[config.mk]
export PLATFORM = sky130hd
export DESIGN_NAME = host_memory_address_translator
export DESIGN_NICKNAME = d
export VERILOG_FILES = /design/src/logic/hmat_pkg.sv /design/src/logic/host_memory_address_translator.sv
export SDC_FILE = /design/constraint.sdc
export NUM_CORES = 1
export LEC_CHECK = 0
export BUFFER_PORTS_ARGS = -buffer_cell sky130_fd_sc_hd__buf_4
export CORE_MARGIN = 2
export CORE_UTILIZATION = 55
export CTS_CLUSTER_DIAMETER = 120
export DETAILED_ROUTE_END_ITERATION = 16
export PLACE_DENSITY = 0.83
export SETUP_SLACK_MARGIN = 0.3
export SYNTH_ARGS = -nofsm -noshare
export SYNTH_HDL_FRONTEND = slang
export SYNTH_SLANG_ARGS = --single-unit
[constraint.sdc]
create_clock -name mclk_i -period 7.4 [get_ports mclk_i]
set_clock_uncertainty 0.1 [all_clocks]
set_input_delay 2.22 -clock mclk_i [delete_from_list [all_inputs] [get_ports mclk_i]]
set_output_delay 2.22 -clock mclk_i [all_outputs]
set_load 0.05 [all_outputs]
[src/logic/hmat_pkg.sv]
// Constants shared by the host memory address translator and its bench
package hmat_pkg;

	// ----------------------------------------------------------------
	// Register map (byte addresses on the AXI4-Lite port)
	// ----------------------------------------------------------------
	localparam int          ADDR_W      = 18;
	localparam logic [17:0] REG_CTRL    = 18'h00000;
	localparam logic [17:0] REG_ADDR    = 18'h00004;
	localparam logic [17:0] REG_STATUS  = 18'h00008;
	localparam logic [17:0] REG_BASE    = 18'h0000c;
	localparam logic [17:0] REG_PATTERN = 18'h00010;
	localparam int          WIN_SEL_BIT = 17;   // Set: two bus windows
	localparam int          WIN_OFS_W   = 17;   // Two 64-Kbyte windows

	// ----------------------------------------------------------------
	// Field positions and reset values
	// ----------------------------------------------------------------
	localparam int         CTRL_ABS      = 0;
	localparam int         CTRL_CONV     = 1;
	localparam int         CTRL_TMO      = 2;
	localparam int         CTRL_VME      = 3;
	localparam logic [3:0] CTRL_RESET    = 4'h0;
	localparam int         STAT_BUSY     = 0;
	localparam int         STAT_OFFLINE  = 1;
	localparam int         STAT_CONV_WRD = 2;
	localparam int         STAT_CONV_LNG = 3;
	localparam int         AM_LSB        = 24;
	localparam int         SEG_SHIFT     = 4;
	localparam logic [7:0] ERR_CODE      = 8'hba;
	localparam logic [7:0] PAT_WORD_SWAP = 8'h01;
	localparam logic [7:0] PAT_HALF_SWAP = 8'h02;
	localparam logic [7:0] PAT_FULL_REV  = 8'h03;

	// ----------------------------------------------------------------
	// Timing
	// ----------------------------------------------------------------
	localparam int CLK_HZ      = 50_000_000;
	localparam int TIMEOUT_MS  = 30;
	localparam int TIMEOUT_CYC = CLK_HZ / 1000 * TIMEOUT_MS;
	localparam int FLASH_MS    = 250;
	localparam int FLASH_CYC   = CLK_HZ / 1000 * FLASH_MS;
	localparam int CNT_W       = 24;

	localparam logic [1:0] RESP_OKAY   = 2'h0;
	localparam logic [1:0] RESP_SLVERR = 2'h2;
	localparam logic [1:0] RESP_DECERR = 2'h3;

	typedef enum logic [1:0] {
		ST_IDLE  = 2'b00,
		ST_BUS   = 2'b01,
		ST_BRESP = 2'b10,
		ST_RRESP = 2'b11
	} fsm_t;

endpackage

[src/logic/host_memory_address_translator.sv]
// Host memory address translator: AXI4-Lite slave to system bus master
//
// Register access over AXI4-Lite and the placing of the registers were decided locally.
`timescale 1ns/1ps
`default_nettype none

// Function
// - Invert address bit 0 on converted byte accesses outside VMEbus mode
// - Segment shifted left four plus offset
// - Offset in low half, segment high half
// - Segmented host addresses stay below 1 Mbyte
// - Absolute mode uses low 24 bits
// - Absolute mode reaches whole 16 Mbyte space
// - VMEbus: absolute, modifier in bits 24-29
// - Addresses are 32-bit longword objects
// - Longword conversion applied to address objects
// - Without timeout, wait forever for response
// - Timeout after 30 ms: offline, flash BA
// - Two 64-Kbyte windows map onto bus
// - Second window continues first without remapping
// - Pattern decides word and longword conversions
// - Native order: high byte at high address
module host_memory_address_translator #(
	parameter int unsigned TIMEOUT_CYCLES = hmat_pkg::TIMEOUT_CYC,
	parameter int unsigned FLASH_CYCLES   = hmat_pkg::FLASH_CYC
) (
	input  wire logic        mclk_i,          // 50 MHz clock
	input  wire logic        resetn_i,        // Async reset, active low
	input  wire logic [17:0] s_axi_awaddr_i,  // Write address
	input  wire logic        s_axi_awvalid_i, // Write address valid
	output logic             s_axi_awready_o, // Write address ready
	input  wire logic [31:0] s_axi_wdata_i,   // Write data
	input  wire logic [3:0]  s_axi_wstrb_i,   // Write byte strobes
	input  wire logic        s_axi_wvalid_i,  // Write data valid
	output logic             s_axi_wready_o,  // Write data ready
	output logic [1:0]       s_axi_bresp_o,   // Write response
	output logic             s_axi_bvalid_o,  // Write response valid
	input  wire logic        s_axi_bready_i,  // Write response ready
	input  wire logic [17:0] s_axi_araddr_i,  // Read address
	input  wire logic        s_axi_arvalid_i, // Read address valid
	output logic             s_axi_arready_o, // Read address ready
	output logic [31:0]      s_axi_rdata_o,   // Read data
	output logic [1:0]       s_axi_rresp_o,   // Read response
	output logic             s_axi_rvalid_o,  // Read data valid
	input  wire logic        s_axi_rready_i,  // Read data ready
	output logic             sb_req_o,        // Bus cycle request
	output logic             sb_we_o,         // Bus cycle is a write
	output logic [23:0]      sb_addr_o,       // Bus byte address
	output logic [5:0]       sb_am_o,         // VMEbus address modifier
	output logic [3:0]       sb_be_o,         // Bus byte lanes
	output logic [31:0]      sb_wdata_o,      // Bus write data
	input  wire logic        sb_ack_i,        // Bus memory response
	input  wire logic [31:0] sb_rdata_i,      // Bus read data
	output logic             bus_active_led_o,// Lit while on the bus
	output logic [7:0]       status_led_o     // Error code display
);

	// ----------------------------------------------------------------
	// State
	// ----------------------------------------------------------------
	typedef struct packed {
		hmat_pkg::fsm_t state;
		logic        awready;
		logic        wready;
		logic        bvalid;
		logic [1:0]  bresp;
		logic        arready;
		logic        rvalid;
		logic [1:0]  rresp;
		logic [31:0] rdata;
		logic        abs_mode;
		logic        conv_en;
		logic        tmo_en;
		logic        vme;
		logic        conv_word;
		logic        conv_long;
		logic [31:0] addr_raw;
		logic [23:0] base;
		logic [5:0]  am;
		logic        sb_req;
		logic        sb_we;
		logic [23:0] sb_addr;
		logic [3:0]  sb_be;
		logic [31:0] sb_wdata;
		logic        ack_s1;
		logic        ack_s2;
		logic [hmat_pkg::CNT_W-1:0] tmo_cnt;
		logic        offline;
		logic [hmat_pkg::CNT_W-1:0] flash_cnt;
		logic        flash_on;
		logic        led_busy;
		logic [7:0]  led;
	} state_t;

	state_t st;
	state_t next_st;

	// Counters are CNT_W wide; larger figures cannot be served
	if (TIMEOUT_CYCLES < 2
		|| TIMEOUT_CYCLES >= (1 << hmat_pkg::CNT_W)) begin : g_bad_tmo
		$error("TIMEOUT_CYCLES out of range");
	end
	if (FLASH_CYCLES < 2
		|| FLASH_CYCLES >= (1 << hmat_pkg::CNT_W)) begin : g_bad_flash
		$error("FLASH_CYCLES out of range");
	end

	// ----------------------------------------------------------------
	// Helper functions
	// ----------------------------------------------------------------
	// Host native order to local order: swap halves, then bytes in halves
	function automatic logic [31:0] order_fix(input logic [31:0] v,
		input logic wrd, input logic lng);
		logic [31:0] t;
		t = lng ? {v[15:0], v[31:16]} : v;
		order_fix = wrd ? {t[23:16], t[31:24], t[7:0], t[15:8]} : t;
	endfunction

	// Segment in the high half, offset in the low half; wraps at 1 Mbyte
	function automatic logic [19:0] seg_phys(input logic [31:0] v);
		seg_phys = {v[31:16], 4'h0} + {4'h0, v[15:0]};
	endfunction

	// Lowest lane of a strobe set; only one-hot strobes are byte accesses
	function automatic logic [1:0] lane_of(input logic [3:0] s);
		lane_of = s[0] ? 2'h0 : s[1] ? 2'h1 : s[2] ? 2'h2 : 2'h3;
	endfunction

	// ----------------------------------------------------------------
	// Next-state logic
	// ----------------------------------------------------------------
	logic [31:0] cooked;
	logic [23:0] win_addr;
	logic [31:0] reg_rd;
	logic        wr_win;
	logic        rd_win;
	logic        byte_wr;
	logic [1:0]  lane;

	// Address object after host order compensation
	assign cooked   = st.conv_en ? order_fix(s_axi_wdata_i, st.conv_word,
		st.conv_long) : s_axi_wdata_i;
	assign wr_win   = s_axi_awaddr_i[hmat_pkg::WIN_SEL_BIT];
	assign rd_win   = s_axi_araddr_i[hmat_pkg::WIN_SEL_BIT];
	assign byte_wr  = $onehot(s_axi_wstrb_i);
	assign lane     = lane_of(s_axi_wstrb_i);

	// Both windows are one contiguous span, so no remapping at 64K
	always_comb begin
		logic [23:0] a;
		logic [16:0] ofs;
		a = 24'h0;
		// Offset follows the transfer being taken, not a stale write address
		ofs = st.awready ? s_axi_awaddr_i[hmat_pkg::WIN_OFS_W-1:0]
			: s_axi_araddr_i[hmat_pkg::WIN_OFS_W-1:0];
		a = st.base + {7'h0, ofs};
		if (!st.abs_mode && !st.vme)
			a[23:20] = 4'h0;
		win_addr = a;
	end

	// Register read mux
	always_comb begin
		reg_rd = 32'h0;
		case (s_axi_araddr_i)
			hmat_pkg::REG_CTRL:
				reg_rd = {28'h0, st.vme, st.tmo_en, st.conv_en, st.abs_mode};
			hmat_pkg::REG_ADDR:    reg_rd = st.addr_raw;
			hmat_pkg::REG_STATUS:
				reg_rd = {24'h0, st.led[3:0], st.conv_long, st.conv_word,
					st.offline, st.sb_req};
			hmat_pkg::REG_BASE:    reg_rd = {2'h0, st.am, st.base};
			default:               reg_rd = 32'h0;
		endcase
	end

	always_comb begin
		next_st = st;
		next_st.awready = 1'b0;
		next_st.wready  = 1'b0;
		next_st.arready = 1'b0;
		// Bus response passes two flip-flops before anything reads it
		next_st.ack_s1 = sb_ack_i;
		next_st.ack_s2 = st.ack_s1;

		case (st.state)
			hmat_pkg::ST_IDLE: begin
				if (st.awready) begin
					next_st.bresp = hmat_pkg::RESP_OKAY;
					if (wr_win) begin
						if (st.offline) begin
							next_st.bresp = hmat_pkg::RESP_SLVERR;
							next_st.state = hmat_pkg::ST_BRESP;
							next_st.bvalid = 1'b1;
						end else begin
							next_st.sb_req = 1'b1;
							next_st.sb_we = 1'b1;
							next_st.sb_addr = win_addr;
							next_st.sb_be = s_axi_wstrb_i;
							next_st.sb_wdata = s_axi_wdata_i;
							if (byte_wr) begin
								// Lane follows the mapped bus address, base may be odd
								next_st.sb_be = 4'h1 << win_addr[1:0];
								next_st.sb_wdata = {4{s_axi_wdata_i[8*lane +: 8]}};
								if (st.conv_en && st.conv_word && !st.vme) begin
									next_st.sb_addr[0] = ~win_addr[0];
									next_st.sb_be = 4'h1 << {win_addr[1], ~win_addr[0]};
								end
							end
							next_st.state = hmat_pkg::ST_BUS;
						end
					end else begin
						next_st.state = hmat_pkg::ST_BRESP;
						next_st.bvalid = 1'b1;
						case (s_axi_awaddr_i)
							hmat_pkg::REG_CTRL: begin
								// Idle here, so no bus access sees it change
								next_st.abs_mode = s_axi_wdata_i[hmat_pkg::CTRL_ABS];
								next_st.conv_en = s_axi_wdata_i[hmat_pkg::CTRL_CONV];
								next_st.tmo_en = s_axi_wdata_i[hmat_pkg::CTRL_TMO];
								next_st.vme = s_axi_wdata_i[hmat_pkg::CTRL_VME];
							end
							hmat_pkg::REG_ADDR: begin
								next_st.addr_raw = s_axi_wdata_i;
								if (st.abs_mode || st.vme) begin
									next_st.base = cooked[23:0];
									next_st.am = st.vme ? cooked[29:hmat_pkg::AM_LSB]
										: 6'h0;
								end else begin
									next_st.base = {4'h0, seg_phys(cooked)};
									next_st.am = 6'h0;
								end
							end
							hmat_pkg::REG_PATTERN: begin
								// Lowest byte of the fetched pattern reveals order
								next_st.conv_word =
									(s_axi_wdata_i[7:0] == hmat_pkg::PAT_WORD_SWAP) ||
									(s_axi_wdata_i[7:0] == hmat_pkg::PAT_FULL_REV);
								next_st.conv_long =
									(s_axi_wdata_i[7:0] == hmat_pkg::PAT_HALF_SWAP) ||
									(s_axi_wdata_i[7:0] == hmat_pkg::PAT_FULL_REV);
							end
							hmat_pkg::REG_STATUS, hmat_pkg::REG_BASE: ;
							default: next_st.bresp = hmat_pkg::RESP_DECERR;
						endcase
					end
				end else if (st.arready) begin
					next_st.rresp = hmat_pkg::RESP_OKAY;
					next_st.rdata = reg_rd;
					if (rd_win) begin
						if (st.offline) begin
							next_st.rresp = hmat_pkg::RESP_SLVERR;
							next_st.rdata = 32'h0;
							next_st.state = hmat_pkg::ST_RRESP;
							next_st.rvalid = 1'b1;
						end else begin
							next_st.sb_req = 1'b1;
							next_st.sb_we = 1'b0;
							next_st.sb_addr = {win_addr[23:2], 2'h0};
							next_st.sb_be = 4'hf;
							next_st.state = hmat_pkg::ST_BUS;
						end
					end else begin
						next_st.state = hmat_pkg::ST_RRESP;
						next_st.rvalid = 1'b1;
						if (s_axi_araddr_i > hmat_pkg::REG_PATTERN)
							next_st.rresp = hmat_pkg::RESP_DECERR;
					end
				end else if (!st.ack_s2) begin
					// Wait out the previous response before the next cycle
					if (s_axi_awvalid_i && s_axi_wvalid_i) begin
						next_st.awready = 1'b1;
						next_st.wready = 1'b1;
					end else if (s_axi_arvalid_i) begin
						next_st.arready = 1'b1;
					end
				end
				next_st.tmo_cnt = '0;
			end

			hmat_pkg::ST_BUS: begin
				if (st.ack_s2) begin
					next_st.sb_req = 1'b0;
					next_st.rdata = sb_rdata_i;  // Lane 0 is the lowest address
					next_st.rresp = hmat_pkg::RESP_OKAY;
					next_st.bresp = hmat_pkg::RESP_OKAY;
					next_st.bvalid = st.sb_we;
					next_st.rvalid = !st.sb_we;
					next_st.state = st.sb_we ? hmat_pkg::ST_BRESP
						: hmat_pkg::ST_RRESP;
				end else if (st.tmo_en) begin
					next_st.tmo_cnt = st.tmo_cnt + 1'b1;
					if (st.tmo_cnt == hmat_pkg::CNT_W'(TIMEOUT_CYCLES - 1)) begin
						// Give up the access and leave the bus for good
						next_st.sb_req = 1'b0;
						next_st.offline = 1'b1;
						next_st.rdata = 32'h0;
						next_st.rresp = hmat_pkg::RESP_SLVERR;
						next_st.bresp = hmat_pkg::RESP_SLVERR;
						next_st.bvalid = st.sb_we;
						next_st.rvalid = !st.sb_we;
						next_st.state = st.sb_we ? hmat_pkg::ST_BRESP
							: hmat_pkg::ST_RRESP;
					end
				end
			end

			hmat_pkg::ST_BRESP: begin
				if (s_axi_bready_i) begin
					next_st.bvalid = 1'b0;
					next_st.state = hmat_pkg::ST_IDLE;
				end
			end

			hmat_pkg::ST_RRESP: begin
				if (s_axi_rready_i) begin
					next_st.rvalid = 1'b0;
					next_st.state = hmat_pkg::ST_IDLE;
				end
			end

			default: next_st.state = hmat_pkg::ST_IDLE;
		endcase

		// Indicator follows the request into the same flop edge
		next_st.led_busy = next_st.sb_req;

		// Error code blinks at a regular rate once offline
		if (st.offline) begin
			if (st.flash_cnt == hmat_pkg::CNT_W'(FLASH_CYCLES - 1)) begin
				next_st.flash_cnt = '0;
				next_st.flash_on = !st.flash_on;
			end else begin
				next_st.flash_cnt = st.flash_cnt + 1'b1;
			end
		end
		next_st.led = (next_st.offline && next_st.flash_on) ?
			hmat_pkg::ERR_CODE : 8'h0;
		if (next_st.offline && !st.offline)
			next_st.flash_on = 1'b1;
		if (next_st.offline && !st.offline)
			next_st.led = hmat_pkg::ERR_CODE;
	end

	// ----------------------------------------------------------------
	// State register
	// ----------------------------------------------------------------
	always_ff @(posedge mclk_i or negedge resetn_i) begin
		if (!resetn_i) begin
			st <= '0;
			st.state <= hmat_pkg::ST_IDLE;
			{st.vme, st.tmo_en, st.conv_en, st.abs_mode} <= hmat_pkg::CTRL_RESET;
		end else begin
			st <= next_st;
		end
	end

	// Every output straight from the state register
	assign s_axi_awready_o  = st.awready;
	assign s_axi_wready_o   = st.wready;
	assign s_axi_bresp_o    = st.bresp;
	assign s_axi_bvalid_o   = st.bvalid;
	assign s_axi_arready_o  = st.arready;
	assign s_axi_rdata_o    = st.rdata;
	assign s_axi_rresp_o    = st.rresp;
	assign s_axi_rvalid_o   = st.rvalid;
	assign sb_req_o         = st.sb_req;
	assign sb_we_o          = st.sb_we;
	assign sb_addr_o        = st.sb_addr;
	assign sb_am_o          = st.am;
	assign sb_be_o          = st.sb_be;
	assign sb_wdata_o       = st.sb_wdata;
	assign bus_active_led_o = st.led_busy;
	assign status_led_o     = st.led;
endmodule

`default_nettype wire

== Yosys cells after proc, flatten, opt, wreduce, memory -nomap -nowiden ==
Index checks and enable logic that the tools add are counted.
Cells by class
  muxes and demuxes: 79
  $add $sub $neg: 7
  $lt $le $gt $ge: 1
  shifts and indexed selects: 3
  bitwise gates (word level): 3
  eq/ne operators: 35
  reductions and logical operators: 35
Operators by type and width (number)
  $mux 35: 5
  $mux 30: 5
  $mux 32: 4
  $pmux 32 s4: 1
  $mux 62: 2
  $eq 18x4->1 const B: 4
  $pmux 34 s2: 1
  $mux 25: 2
  $add 24x1->24 const B: 2
  $pmux 24 s2: 1
  $mux 2: 20
  $mux 37: 1
  $eq 18x3->1 const B: 2
  $logic_not 18->1: 2
  $mux 36: 1
  $shiftx 32x6->8: 1
  $ne 3x3->1 const B: 9
  $add 24x17->24: 1
  $eq 24x21->1 const B: 1
  $eq 24x24->1 const B: 1
  $mux 24: 1
  $mux 3: 7
  $add 20x16->20: 1
  $ne 2x2->1 const B: 10
  34 further kinds: 78
Storage, ports and cells
  output and inout bits: 118
  word-level logic and storage cells: 193
  register bits after elaboration: 233

== Logic depth before layout (Yosys ltp) ==
  depth after elaboration: 10
  depth in mapped cells: 15

== Worst setup path before layout ==
Ideal clock, no wire load.
  path type: input-to-reg
  start point: input port s_axi_araddr_i[3]
  end point: register st (netlist bit sb_addr_o[23])
  path buffers: 3
  setup time: 126 ps
  slack: 2079 ps
  stages: 12
  arrival: 5095 ps
  cells stage by stage: clkbuf_1 > buf_2 > buf_1 > mux2_2 > ha_1 > o21ai_0 > nor2_1 > a31oi_1 > a21boi_1 > a311o_1 > and3_1 > a221o_1
Between the ends
  longest elaborated chain between the ends: 7
  elaborated cells on any way between the ends: 9
  classes of those cells: add/sub: 1; mux: 8
RTL lines
  start, declared: line host_memory_address_translator.sv:39  | input wire logic [17:0] s_axi_araddr_i,
  $mux 17 (*): line host_memory_address_translator.sv:154  | ofs = st.awready ? s_axi_awaddr_i[hmat_pkg::WIN_OFS_W-1:0]
  $add 24x17->24 (*): line host_memory_address_translator.sv:156  | a = st.base + {7'h0, ofs};
  $mux 4 (*): line host_memory_address_translator.sv:157  | if (!st.abs_mode && !st.vme)
  $mux 30: line host_memory_address_translator.sv:251  | if (st.offline) begin
  $mux 30: line host_memory_address_translator.sv:250  | if (rd_win) begin
  $mux 30: line host_memory_address_translator.sv:247  | end else if (st.arready) begin
  $mux 30 (*): line host_memory_address_translator.sv:188  | if (st.awready) begin
  end signal, assigned: line host_memory_address_translator.sv:354  | st <= next_st;
  end, declared: line host_memory_address_translator.sv:95  | state_t st;
Every way passes the cells marked *; elsewhere a longest branch is shown, timed or not. The select of a mux whose other input is x is not followed.
A chain may end at the register's enable or synchronous reset.

== Final worst setup path ==
Same ends and word-level chain as after synthesis.

==> impl_metrics.toml <==
[run_status]
outcome = "finished, final reports clean"

[clock_network]
cts_buffer_depth = 3
clkSlewWorstSetupHoldPaths_ps = 60
clk_latency_ps = 550
cts_tree = "built"
root_buffer = "clkbuf_16"
hold_buffers = 0
clkSinkCount = 225
post_cts_buffers = 0
cts_max_level = 1
cts_resized = 0
numCtsBuffers = 26

[floorplanning]
design.core.area_um2 = 25840
fp.dieH_um = 165.4
dieArea_um2 = 27360
start_util_pct = 55.47
die_width_um = 165.4
rows = 59
ios = 230

[detailed_routing]
num_vias = 12560
wl_um = 42400
initialDrtViolationCount = 1366
routedWlPerCell_um = 20.60
ant_nets = 0
firstDrtPassIters = 6
routed_via_density = 6.103
drc = 0

[synthesis]
syn_area_um2 = 14330
avgSynthCellArea_um2 = 8.808
yosys.cell_types.count = 73
ys_seq_area_share_pct = 39.29
synthSimpleGateAreaFrac_pct = 19.27
synthCells = 1627
ys.warnings.count = 0
post_synth_fa_ha_maj_area_fraction_pct = 3.824
synth_top_family_by_area = "simple AND/OR/NAND/NOR gates"
yosys_most_used_dff = "dfrtp_1"
synth_compound_area_share_pct = 14.57
synthMuxAreaShare_pct = 11.41
synth_xor_area_share_pct = 2.628
yosys_register_bits = 225
synth_edf_count = 0
synthArstFlopShare_pct = 100.0

[sta]
finalHoldViolations = 0
setup-tns-final_ps = 0
min_period_ps = 4738
slew_violations = 0
finalSetupViolations = 0
fmax_mhz = 211.1
finalCritPeriodShare_pct = 64.02
tightestPinTransition_ps = 1104
relSlewSlack_pct = 26.37
rsz0062_at_grt = "no"

[final_layout]
final_nets = 1857
areaGrowthSynthToFinish_pct = 14.04
final_cell_mix = "nand2_1, buf_4, dfrtp_1, nor2_1, a21oi_1"
finalInstanceArea_um2 = 16340
fin_cells = 2058
layout_commonest_cell = "nand2_1"
drive_gt1_share_pct = 21.37
finalCoreUtilization_pct = 63.25

[global_route]
grt-ovfl-total = 0
use_met2_pct = 51.82
grt_pass1_wl_um = 65140
grt_start_max_net_pins = 101
grt_busiest_layer = "met2"
grt_pass1_vias = 12140
met3_usage_pct = 5.495
antenna_found_initial = 1
grt_usage_pct = 30.54
met1_usage_pct = 38.95

[critical_path]
r2r_setup_slack_ps = 2960
end_kind = "register"
reg2regPathDepth = 12
cp_max_fo = 35
cp.arrival_ps = 5050
critPathLaunchType = "input pin"
critPathRequiredTime_ps = 7710
r2r_start = "st[185]"
startpoint = "s_axi_araddr_i[3]"
cp-endpoint = "sb_addr_o[23]"
critical_path_class = "in -> reg"
r2r_end = "st[146]"

[power]
pwr-share-clk_pct = 26.1
vdd_ir_drop_max_mv = 0.2627
p_int_mw = 3.079
power_frac_comb_pct = 42.7
p_leak_nw = 7.536
power.density_nw_per_um2 = 329.0
p_switching_mw = 2.298
power.total_mw = 5.377
seqPwrFrac_pct = 31.2
switching_share_pct = 42.74

[placed_design]
dp_hpwl_um = 31260
port_buffers = 226
gp_congestion = 0.9980
place_area_um2 = 15400
dp_cells = 2010

[min_path]
hp-class = "reg -> reg"
hp-start = "next_st[59]"

[flow_run]
maxCapViolations = 0
layout make-up:
cell class	count	area, µm²
Fill cell	2195	9494
Multi-Input combinational cell	1182	7433
Sequential cell	225	5630
Timing Repair Buffer	240	1809
Clock buffer	36	748.2
Tap cell	335	419.2
Clock inverter	11	195.2
Inverter	28	105.1
Antenna cell	1	2.502
worst min path at each step:
stage | end | slack, ps | depth (start not counted)
after floorplan | st[59] | 230 | 0
after global placement | st[59] | 240 | 0
after detailed placement | st[59] | 240 | 0
after CTS | st[59] | 250 | 0
after global routing | st[59] | 250 | 0
final | st[59] | 250 | 0
power by group through the flow:
stage	clock (mW)	sequential (mW)	combinational, mW
after floorplan	0	1.67	1.95
after global placement	0	1.69	2.24
after detailed placement	0	1.69	2.29
after CTS	1.41	1.68	2.30
after global routing	1.47	1.71	2.44
final	1.40	1.68	2.29
critical path, cell delays in order:
cell and delay, ps:
buf_4 460, mux2_2 270, ha_1 260, o21ai_0 90
nor2_1 100, a31oi_1 420, a21boi_1 190, a311o_1 500
and3_1 230, a221o_1 290
flip-flops by register name, summed over array words and instances, names as in the netlist, 2 cells and up:
register,flops
s_axi_bresp_o,2
sb_be_o,4
sb_am_o,6
s_axi_rdata_o,32
sb_addr_o,24
sb_wdata_o,32
st,115
s_axi_rresp_o,2
through the flow:
stage,hold slack (ps),setup WS (ps)
finish,250.9,2662
global route,251.2,2516
CTS,254.3,2710
floorplan,231.2,2079
global placement,236.8,2180
detailed placement,238.0,2155
synthesized netlist by cell type, types with 11 or more instances:
cell type,n,share of area [%]
nor4_1,13,0.57
nand2b_1,13,0.57
buf_4,116,6.1
mux4_2,14,2.2
a21oi_1,115,4.0
a31oi_1,41,1.8
xnor2_1,23,1.4
a22oi_1,11,0.58
clkbuf_1,58,1.5
nor3_1,24,0.84
nand2_1,266,7.0
o21ai_0,72,2.5
mux2i_1,70,4.9
a22o_1,14,0.86
o31ai_1,14,0.73
inv_1,28,0.73
mux2_2,52,4.1
dfrtp_1,225,39
nor2_1,162,4.2
and3_1,20,0.87
nand4_1,14,0.61
nand3_1,52,1.8
ha_1,39,3.4
xor2_1,20,1.2
kinds of logic (layout without fill, tap and decap cells):
kind of cell / count (synthesis) / count (layout)
adders and majority gates: 42 / 42
and+or+nand+nor: 617 / 617
DFF: 225 / 225
xor gates and xnor gates: 43 / 43
other: 1 / 4
AOI/OAI and AO/OA: 338 / 338
buffers and inverters: 222 / 315
muxes: 139 / 139
per-layer routing:
metal / routed length [µm] / vias to the layer above / part of all wire [%]
met3: 3665 / 111 / 8.6
met1: 16610 / 6071 / 39
li1: - / 5763 / -
met4: 1544 / 0 / 3.6
met5: 0 / - / 0
met2: 20580 / 616 / 49
Note: power is estimated with default switching activity, not from simulation.
